$ cat src/dlfe_defs.vh
// Constants for the discrete logic function engine
`ifndef DLFE_DEFS_VH
`define DLFE_DEFS_VH

`define DLFE_CLK_HZ 25000000
`define DLFE_TICK_MS 100
`define DLFE_TICK_CYCLES ((`DLFE_CLK_HZ / 1000) * `DLFE_TICK_MS)
`define DLFE_INSTANCES 10
`define DLFE_MIN_ARGS 2
`define DLFE_MAX_ARGS 10
`define DLFE_STACK_DEPTH 16

`define DLFE_OP_PUSH 4'h0
`define DLFE_OP_AND 4'h1
`define DLFE_OP_OR 4'h2
`define DLFE_OP_XOR 4'h3
`define DLFE_OP_NOT 4'h4
`define DLFE_OP_RISE 4'h5
`define DLFE_OP_FALL 4'h6
`define DLFE_OP_CLOCK 4'h7
`define DLFE_OP_UPCNT 4'h8
`define DLFE_OP_ONDLY 4'h9
`define DLFE_OP_OFFDLY 4'ha
`define DLFE_OP_PULSE 4'hb
`define DLFE_OP_SETDOM 4'hc
`define DLFE_OP_RSTDOM 4'hd
`define DLFE_OP_START 4'he

`endif

$ cat src/dlfe_engine.v
// Stack evaluator for discrete logic functions with per-instance state
//
// Summary of operation
// - and/or/xor take two to ten arguments
// - xor false when all arguments equal
// - not inverts its single argument
// - innermost first, results passed up stack
// - ten stored instances per stateful type
// - constants and state are unsigned 16-bit
// - rise true one cycle on false-to-true
// - fall true one cycle on true-to-false
// - time arguments count tenth-second units
// - clock true high interval, false low
// - clock starts in its true interval
// - counter reset clears, outputs false, ignores count
// - counter steps per rise, stops at target
// - counter hidden, restarts from zero
// - on-delay true after enable held target
// - off-delay true, falls target after enable
// - pulse timer starts on rise, ignores retrigger
// - pulse restarts only after a false cycle
// - latches hold, start reset, show state
// - set-dominant latch true when both asserted
// - reset-dominant latch false when both asserted
// - evaluation cycles nominally one tenth second
`timescale 1ns/100ps
`include "dlfe_defs.vh"

module dlfe_engine #(
	parameter TICK_CYCLES = `DLFE_TICK_CYCLES,
	parameter TICK_W = 22,
	parameter INSTANCES = `DLFE_INSTANCES,
	parameter STACK_DEPTH = `DLFE_STACK_DEPTH
) (
	input wire clk,
	input wire reset,
	input wire opValid,
	input wire [3:0] opCode,
	input wire [3:0] opIndex,
	input wire [3:0] opCount,
	input wire argValue,
	input wire [15:0] constA,
	input wire [15:0] constB,
	output reg opDone_reg,
	output reg resultBit_reg,
	output reg opError_reg,
	output reg [4:0] stackDepth_reg
);

	// Integer forms cut down on purpose to the counter and depth widths
	localparam integer TICK_LAST_I = TICK_CYCLES - 1;
	localparam [TICK_W-1:0] TICK_LAST = TICK_LAST_I[TICK_W-1:0];
	localparam integer DEPTH_I = STACK_DEPTH;
	localparam [4:0] DEPTH5 = DEPTH_I[4:0];

	function [STACK_DEPTH-1:0] maskOf;
		input [4:0] n;
		integer k;
		begin
			maskOf = {STACK_DEPTH{1'b0}};
			for (k = 0; k < STACK_DEPTH; k = k + 1) begin
				if (k < n)
					maskOf[k] = 1'b1;
			end
		end
	endfunction

	reg [TICK_W-1:0] tickCnt_reg;
	reg tickPending_reg;
	reg cycleTick_reg;
	reg [STACK_DEPTH-1:0] stack_reg;
	reg [4:0] sp_reg;

	// Per-instance state, flip-flop arrays indexed by instance
	reg riseLast [0:INSTANCES-1];
	reg fallLast [0:INSTANCES-1];
	reg [15:0] clkPhase [0:INSTANCES-1];
	reg [15:0] upCount [0:INSTANCES-1];
	reg upClkLast [0:INSTANCES-1];
	reg [15:0] onDlyTime [0:INSTANCES-1];
	reg [15:0] offDlyTime [0:INSTANCES-1];
	reg [15:0] pulseTime [0:INSTANCES-1];
	reg pulsePwrLast [0:INSTANCES-1];
	reg pulseOutLast [0:INSTANCES-1];
	reg setLatch [0:INSTANCES-1];
	reg rstLatch [0:INSTANCES-1];

	wire tickNow = (tickCnt_reg == TICK_LAST);
	wire a0 = stack_reg[0];
	wire a1 = stack_reg[1];
	wire idxOk = (opIndex < INSTANCES);
	wire [3:0] idx = idxOk ? opIndex : 4'h0;

	reg res_next;
	reg err_next;
	reg [4:0] need;
	reg stateful;
	reg [15:0] word_next;
	reg bitA_next;
	reg bitB_next;
	reg [STACK_DEPTH-1:0] operands;
	reg [STACK_DEPTH-1:0] popped;
	reg [16:0] period;
	reg [16:0] phaseInc;
	reg pulseStart;

	always @* begin
		res_next = 1'b0;
		need = 5'h00;
		stateful = 1'b0;
		word_next = 16'h0000;
		bitA_next = 1'b0;
		bitB_next = 1'b0;
		operands = stack_reg & maskOf({1'b0, opCount});
		period = {1'b0, constA} + {1'b0, constB};
		phaseInc = {1'b0, clkPhase[idx]} + 17'h00001;
		pulseStart = 1'b0;
		err_next = 1'b0;
		case (opCode)
			`DLFE_OP_PUSH: begin
				res_next = argValue;
			end
			`DLFE_OP_AND: begin
				need = {1'b0, opCount};
				res_next = (operands == maskOf({1'b0, opCount}));
			end
			`DLFE_OP_OR: begin
				need = {1'b0, opCount};
				res_next = |operands;
			end
			`DLFE_OP_XOR: begin
				need = {1'b0, opCount};
				res_next = (operands != {STACK_DEPTH{1'b0}}) &&
					(operands != maskOf({1'b0, opCount}));
			end
			`DLFE_OP_NOT: begin
				need = 5'h01;
				res_next = !a0;
			end
			`DLFE_OP_RISE: begin
				need = 5'h01;
				stateful = 1'b1;
				bitA_next = a0;
				res_next = a0 && !riseLast[idx];
			end
			`DLFE_OP_FALL: begin
				need = 5'h01;
				stateful = 1'b1;
				bitA_next = a0;
				res_next = !a0 && fallLast[idx];
			end
			`DLFE_OP_CLOCK: begin
				stateful = 1'b1;
				// Phase zero after reset lands in the high interval
				res_next = (clkPhase[idx] < constA);
				word_next = clkPhase[idx];
				if (cycleTick_reg) begin
					if (phaseInc >= period)
						word_next = 16'h0000;
					else
						word_next = phaseInc[15:0];
				end
			end
			`DLFE_OP_UPCNT: begin
				// Stack holds count below reset
				need = 5'h02;
				stateful = 1'b1;
				bitA_next = a1;
				if (a0) begin
					word_next = 16'h0000;
					res_next = 1'b0;
				end else begin
					word_next = upCount[idx];
					// Holding at target keeps the count from wrapping
					if (a1 && !upClkLast[idx] && upCount[idx] != constA)
						word_next = upCount[idx] + 16'h0001;
					res_next = (word_next == constA);
				end
			end
			`DLFE_OP_ONDLY: begin
				need = 5'h01;
				stateful = 1'b1;
				if (!a0) begin
					word_next = 16'h0000;
				end else begin
					word_next = onDlyTime[idx];
					if (cycleTick_reg && onDlyTime[idx] < constA)
						word_next = onDlyTime[idx] + 16'h0001;
				end
				res_next = a0 && (word_next >= constA);
			end
			`DLFE_OP_OFFDLY: begin
				need = 5'h01;
				stateful = 1'b1;
				if (a0) begin
					word_next = constA;
				end else begin
					word_next = offDlyTime[idx];
					if (cycleTick_reg && offDlyTime[idx] != 16'h0000)
						word_next = offDlyTime[idx] - 16'h0001;
				end
				res_next = a0 || (word_next != 16'h0000);
			end
			`DLFE_OP_PULSE: begin
				need = 5'h01;
				stateful = 1'b1;
				bitA_next = a0;
				pulseStart = a0 && !pulsePwrLast[idx] && !pulseOutLast[idx];
				word_next = pulseTime[idx];
				if (pulseStart)
					word_next = constA;
				else if (cycleTick_reg && pulseTime[idx] != 16'h0000)
					word_next = pulseTime[idx] - 16'h0001;
				res_next = pulseStart || (word_next != 16'h0000);
				bitB_next = res_next;
			end
			`DLFE_OP_SETDOM: begin
				need = 5'h02;
				stateful = 1'b1;
				if (a1)
					res_next = 1'b1;
				else if (a0)
					res_next = 1'b0;
				else
					res_next = setLatch[idx];
				bitA_next = res_next;
			end
			`DLFE_OP_RSTDOM: begin
				need = 5'h02;
				stateful = 1'b1;
				if (a0)
					res_next = 1'b0;
				else if (a1)
					res_next = 1'b1;
				else
					res_next = rstLatch[idx];
				bitA_next = res_next;
			end
			`DLFE_OP_START: begin
				res_next = 1'b0;
			end
			default: begin
				err_next = 1'b1;
			end
		endcase
		if ((opCode == `DLFE_OP_AND || opCode == `DLFE_OP_OR || opCode == `DLFE_OP_XOR) &&
			(opCount < `DLFE_MIN_ARGS || opCount > `DLFE_MAX_ARGS))
			err_next = 1'b1;
		if (stateful && !idxOk)
			err_next = 1'b1;
		if (need > sp_reg)
			err_next = 1'b1;
		if (opCode != `DLFE_OP_START && (sp_reg - need) == DEPTH5)
			err_next = 1'b1;
		popped = stack_reg >> need;
	end

	integer i;

	always @(posedge clk) begin
		if (reset) begin
			tickCnt_reg <= {TICK_W{1'b0}};
			tickPending_reg <= 1'b0;
			cycleTick_reg <= 1'b0;
			stack_reg <= {STACK_DEPTH{1'b0}};
			sp_reg <= 5'h00;
			opDone_reg <= 1'b0;
			resultBit_reg <= 1'b0;
			opError_reg <= 1'b0;
			stackDepth_reg <= 5'h00;
			// All dynamic state restarts at zero
			for (i = 0; i < INSTANCES; i = i + 1) begin
				riseLast[i] <= 1'b0;
				fallLast[i] <= 1'b0;
				clkPhase[i] <= 16'h0000;
				upCount[i] <= 16'h0000;
				upClkLast[i] <= 1'b0;
				onDlyTime[i] <= 16'h0000;
				offDlyTime[i] <= 16'h0000;
				pulseTime[i] <= 16'h0000;
				pulsePwrLast[i] <= 1'b0;
				pulseOutLast[i] <= 1'b0;
				setLatch[i] <= 1'b0;
				rstLatch[i] <= 1'b0;
			end
		end else begin
			tickCnt_reg <= tickNow ? {TICK_W{1'b0}} : tickCnt_reg + 1'b1;
			opDone_reg <= opValid;
			if (opValid)
				opError_reg <= err_next;
			// A tick landing on the start op is kept for the next cycle
			if (opValid && !err_next && opCode == `DLFE_OP_START) begin
				cycleTick_reg <= tickPending_reg;
				tickPending_reg <= tickNow;
				stack_reg <= {STACK_DEPTH{1'b0}};
				sp_reg <= 5'h00;
				stackDepth_reg <= 5'h00;
				resultBit_reg <= 1'b0;
			end else begin
				if (tickNow)
					tickPending_reg <= 1'b1;
				if (opValid && !err_next) begin
					stack_reg <= {popped[STACK_DEPTH-2:0], res_next};
					sp_reg <= sp_reg - need + 5'h01;
					stackDepth_reg <= sp_reg - need + 5'h01;
					resultBit_reg <= res_next;
					case (opCode)
						`DLFE_OP_RISE: riseLast[idx] <= bitA_next;
						`DLFE_OP_FALL: fallLast[idx] <= bitA_next;
						`DLFE_OP_CLOCK: clkPhase[idx] <= word_next;
						`DLFE_OP_UPCNT: begin
							upCount[idx] <= word_next;
							upClkLast[idx] <= bitA_next;
						end
						`DLFE_OP_ONDLY: onDlyTime[idx] <= word_next;
						`DLFE_OP_OFFDLY: offDlyTime[idx] <= word_next;
						`DLFE_OP_PULSE: begin
							pulseTime[idx] <= word_next;
							pulsePwrLast[idx] <= bitA_next;
							pulseOutLast[idx] <= bitB_next;
						end
						`DLFE_OP_SETDOM: setLatch[idx] <= bitA_next;
						`DLFE_OP_RSTDOM: rstLatch[idx] <= bitA_next;
						default: begin
						end
					endcase
				end
			end
		end
	end

endmodule // dlfe_engine

$ cat config.mk
export PLATFORM = sky130hd
export DESIGN_NAME = dlfe_engine
export DESIGN_NICKNAME = d
export VERILOG_FILES = /design/src/dlfe_engine.v
export VERILOG_INCLUDE_DIRS = /design/src
export SDC_FILE = /design/constraint.sdc
export NUM_CORES = 2
export LEC_CHECK = 0
export ABC_AREA = 1
export BUFFER_PORTS_ARGS = -buffer_cell sky130_fd_sc_hd__buf_2
export CAP_MARGIN = 10
export CORE_ASPECT_RATIO = 1.4
export CORE_MARGIN = 4
export CORE_UTILIZATION = 40
export CTS_CLUSTER_DIAMETER = 150
export DETAILED_ROUTE_END_ITERATION = 6
export SYNTH_ARGS = -nofsm -noshare
export SYNTH_HDL_FRONTEND = slang
export SYNTH_SLANG_ARGS = --single-unit
export TNS_END_PERCENT = 30
$ cat constraint.sdc
create_clock -name clk -period 6.2 [get_ports clk]
set_input_delay 0.31 -clock clk [delete_from_list [all_inputs] [get_ports clk]]
set_output_delay 0.31 -clock clk [all_outputs]
set_load 0.01 [all_outputs]
# Word level (Yosys, flattened, before mapping)
# Memories as Yosys holds them, arrays and structs flattened.
# Index checks and enable logic that the tools add are counted.
# word_totals
mem_bits_rw,870
register_bits,48
latchBits,0
out_inout_bits,8
word_cells,293
memories,12
rom_bits,0
inputBits,48
# mem_list
name,depth,word_bits,rd,rd_clocked_by_memory_dff,write_ports,line,rtl
clkPhase,10,16,1,0,10,dlfe_engine.v:77,reg [15:0] clkPhase [0:INSTANCES-1];
offDlyTime,10,16,1,0,10,dlfe_engine.v:81,reg [15:0] offDlyTime [0:INSTANCES-1];
onDlyTime,10,16,1,0,10,dlfe_engine.v:80,reg [15:0] onDlyTime [0:INSTANCES-1];
pulseTime,10,16,1,0,10,dlfe_engine.v:82,reg [15:0] pulseTime [0:INSTANCES-1];
upCount,10,16,1,0,10,dlfe_engine.v:78,reg [15:0] upCount [0:INSTANCES-1];
fallLast,10,1,1,0,10,dlfe_engine.v:76,reg fallLast [0:INSTANCES-1];
6 more memories,--,--,--,--,--,--,
# op_classes
reduce_logical,56
n_shift,1
n_bitwise,1
eq_ne,21
n_addsub,9
order_cmp,23
mul,0
mux,162
div_mod_pow,0
# op_table
op,count
$mux 16,20
$mux 1,125
$reduce_or 16->1,6
$pmux 16 s5,1
$reduce_bool 16->1,5
$mux 4,13
$add 16x1->16 const B,2
$lt 16x16->1,2
$sub 16x1->16 const B,2
$eq 4x4->1 const B,7
$lt 4x4->1 const A,7
$add 22x1->22 const B,1
$eq 22x22->1 const B,1
$add 16x1->17 const B,1
$add 16x16->17,1
$ge 17x17->1,1
$and 16x15->16,1
$eq 16x15->1,1
$eq 16x16->1,1
$eq 4x3->1 const B,4
$ge 16x16->1,1
$logic_and 1x1->1,16
$lt 3x4->1 const A,4
$ne 16x15->1,1
27 further kinds,49

# Depth between registers and ports, before layout
# depth
ltp_word,16
mapped_depth,42
depth_no_buf,39

# Worst setup path after synthesis
# No wires, ideal clock.
# synth_path
path_kind,input to register
startpoint,in opCode[3]
endpoint,"mem upClkLast[5], enable pin"
slack_ps,647
setup_ps,415
required_time_ps,5785
path_buffers,2
stages,24
t_arrival_ps,5138
cell_sequence,nor2_1 > inv_1 > nor2_1 > inv_1 > o211ai_1 > inv_1 > clkbuf_1 > ha_1 > a21oi_1 > inv_1 > a31oi_1 > xor2_1 > nand3_1 > or3_1 > nand3_1 > inv_2 > nand2_1 > nor2_1 > buf_2 > o21ai_0 > inv_1 > nor2_1 > clkinv_1 > o21ai_0
# synth_lines
item,line,rtl
"start, declared",dlfe_engine.v:38,"input wire [3:0] opCode,"
"end, declared",dlfe_engine.v:79,reg upClkLast [0:INSTANCES-1];

==> impl_metrics.yaml <==
clock_network:
  clock_latency_ns: 0.73
  clk_path_buf_depth: 3
  clock-sinks: 973
  root_buffer: "clkbuf_16"
  numCtsBuffers: 98
  htree_levels: 3
  path_clk_slew_ns: 0.07
  cts_tree: "built"
  post_cts_buffers: 0
synthesis:
  synth_edf_count: 926
  synth_most_common_cell: "nand2_1"
  synth-seq-cells: 973
  yosysWarnings: 0
  synth_cells: 5976
  synthTopCellsByCount: "nand2_1, nor2_1, edfxtp_1, nand3_1, inv_1"
  synth_ff_type: "edfxtp_1"
  yosysTopAreaCell: "edfxtp_1"
  yosys-top-cells-area: "edfxtp_1, nand2_1, nor2_1"
  async_flop_share_pct: 0
  synthesis.area_um2: 52200
  synth_seq_area_share_pct: 55.0
  yosysTopAreaCellShare_pct: 53.2
  synth.distinct_cells: 70
  avgSynthCellArea_um2: 8.74
sta:
  tightest_slew_ns: 1.05
  finalSetupViolations: 0
  max_freq_mhz: 176
  period_share_pct: 91.7
  hold_viol_final: 0
  period_needed_ns: 5.69
  slew-limit-headroom_pct: 29.9
  report.final.slew_viol_count: 0
  whs_ns: 0.102
  fin_worst_skew_ns: 0.0425
  grt_setup_unrepaired: "false"
worst_setup_path:
  cp.required_ns: 6.74
  critPathCaptureType: "flip-flop"
  crit_buf_inv: 8
  crit_fanout: 32
  critPathLaunchType: "input pin"
  critPathMostFrequentCell: "nor2_1"
  cp_top_family: "compound AO/OA/AOI/OAI gates"
  slowest_stage: "o311ai_1"
  arrival_ns: 6.23
  critical_path_class: "input pin to flip-flop"
  crit_path_max_incr_delay_ns: 0.47
placed_design:
  place_area_um2: 55400
  gp_congestion: 0.997
  portBuffers: 55
  dpl.hpwl_um: 128000
outcome:
  status: "finished clean"
cells_and_area:
  stdcell_area_um2: 58600
  final-seq-area_um2: 28700
  multiInputGateArea_um2: 20300
  largest_register_ffs: 186
  syn2layout_area_growth_pct: 12.2
  drive_above_1_share_pct: 10.3
  nNetsFinal: 6249
  fillCellCount: 12500
  top_regs: "clkPhase x186, offDlyTime x170, pulseTime x168"
  regMostFlops: "clkPhase"
power_and_ir_drop:
  fin_total_pwr_mw: 16.5
  p_per_area_nw_per_um2: 281
  p_leak_nw: 23.5
  ir_worst_vdd_mv: 0.204
drt:
  dr.pass1.iters: 6
  vias: 43400
  viasPerCell: 5.47
  drt_drc_violations_left: 0
  drt_wl_total_um: 183000
  ant_nets: 0
  drtIter0Drc: 4332
  routedWlPerCell_um: 23.1
die:
  core-area_um2: 129000
  io_pins: 56
  fp.dieH_um: 436
  row_count: 156
  dieArea_um2: 137000
  start_util_pct: 40.4
  fp.dieW_um: 313
grt:
  grt_overflow_total: 0
  grt_pass1_wl_um: 270000
  grt_use_total_pct: 26.2
  grt_pass1_vias: 41700
  antenna_found_initial: 3
  grt_max_degree: 144
flow_run:
  cap_violations: 0
hold_path:
  hp-class: "input pin to flip-flop"
[layout by cell type (no fill, tap or decap), types with 34 or more instances in the layout]
| cell type | n |
|---|---|
| nor2_1 | 1190 |
| edfxtp_1 | 926 |
| o21ai_1 | 81 |
| o211ai_1 | 52 |
| nor3_1 | 48 |
| o221ai_1 | 34 |
| inv_1 | 428 |
| nand4_1 | 107 |
| nand2_2 | 52 |
| nand3_1 | 504 |
| conb_1 | 56 |
| ha_1 | 91 |
| xor2_1 | 35 |
| a21oi_1 | 108 |
| buf_4 | 219 |
| buf_2 | 54 |
| dfxtp_1 | 46 |
| clkbuf_16 | 100 |
| inv_2 | 71 |
| o21ai_0 | 167 |
| nand2_1 | 1362 |
| nand3b_1 | 44 |
[per-layer routing]
| metal | share of wire [%] | wire length (um) | track usage, % |
|---|---|---|---|
| met5 | 0 | 0 | 0 |
| met4 | 6.8 | 12500 | 15.5 |
| met3 | 6.2 | 11300 | 3.31 |
| met2 | 49 | 90600 | 45.7 |
| met1 | 37 | 68600 | 31.0 |
[worst register-to-register path, stage by stage (launching register included)]
cell      delay (ns)
edfxtp_1        0.34
nor2_1          0.05
o31ai_1         0.24
buf_4           0.19
o21ai_1         0.07
a21oi_2         0.20
ha_1            0.17
inv_1           0.07
nor2_1          0.22
nand3_1         0.18
nor2_1          0.18
xor2_1          0.26
inv_1           0.09
ha_1            0.36
a21oi_1         0.14
o21ai_0         0.11
a221oi_1        0.27
nand3_1         0.18
inv_1           0.22
nand2_1         0.09
a21oi_1         0.20
o21ai_0         0.26
nand4_1         0.32
buf_12          0.19
nand2_1         0.25
nor2_1          0.16
[power breakdown]
group          switching (mW)  total (mW)  internal, mW  leakage [nW]
Combinational            2.11        2.95         0.831          12.0
Sequential              0.107        7.54          7.44          9.94
Clock                    2.63        6.01          3.37          1.53
[layout make-up]
class | instances | share of cell area [%]
inverters | 508 | 3.28
multi-input cells | 4233 | 34.6
clock buffers | 116 | 4.37
well taps | 1738 | 3.71
diodes | 3 | 0.0128
flip-flops and latches | 973 | 49.0
clock inverters | 63 | 1.02
repair buffers | 294 | 3.95
[worst paths after layout]
path | start | end | slack (ns) | cells after the start
hold reg to reg | tickCnt_reg[0] | tickCnt_reg[0] | 0.45 | 1
hold / removal | opCount[2] | stack_reg[7] | 0.10 | 4
setup reg to reg | clkPhase[1][1] | onDlyTime[6][5] | 1.04 | 25
setup / recovery | opIndex[2] | onDlyTime[6][5] | 0.51 | 29
[logic make-up after synthesis]
group           Yosys count  synth area share [%]
simple gates           3413                  27.7
buf+inv                 825                  6.68
flops                   973                  55.0
xor+xnor                 47                 0.788
mux                      19                 0.364
fa+ha+maj                93                  2.26
other cells               1               0.00718
compound gates          605                  7.17
[metrics by stage]
step                      instances  setup TNS [ns]  setup WS (ns)  util (%)
after CTS                      7925               0          0.701      45.3
after detailed placement       7745         -0.0921        -0.0295      42.8
after floorplan                6031               0          0.647         -
final                          7928               0          0.514      45.3
after global routing           7926               0          0.299      45.3
after global placement         7745               0         0.0723      42.8
[repair_timing]
action,in CTS,in global routing
hold buffers,1,0
gates resized for setup,0,0
hold endpoints to repair,2,0
Power figures use the tool's default switching activity.
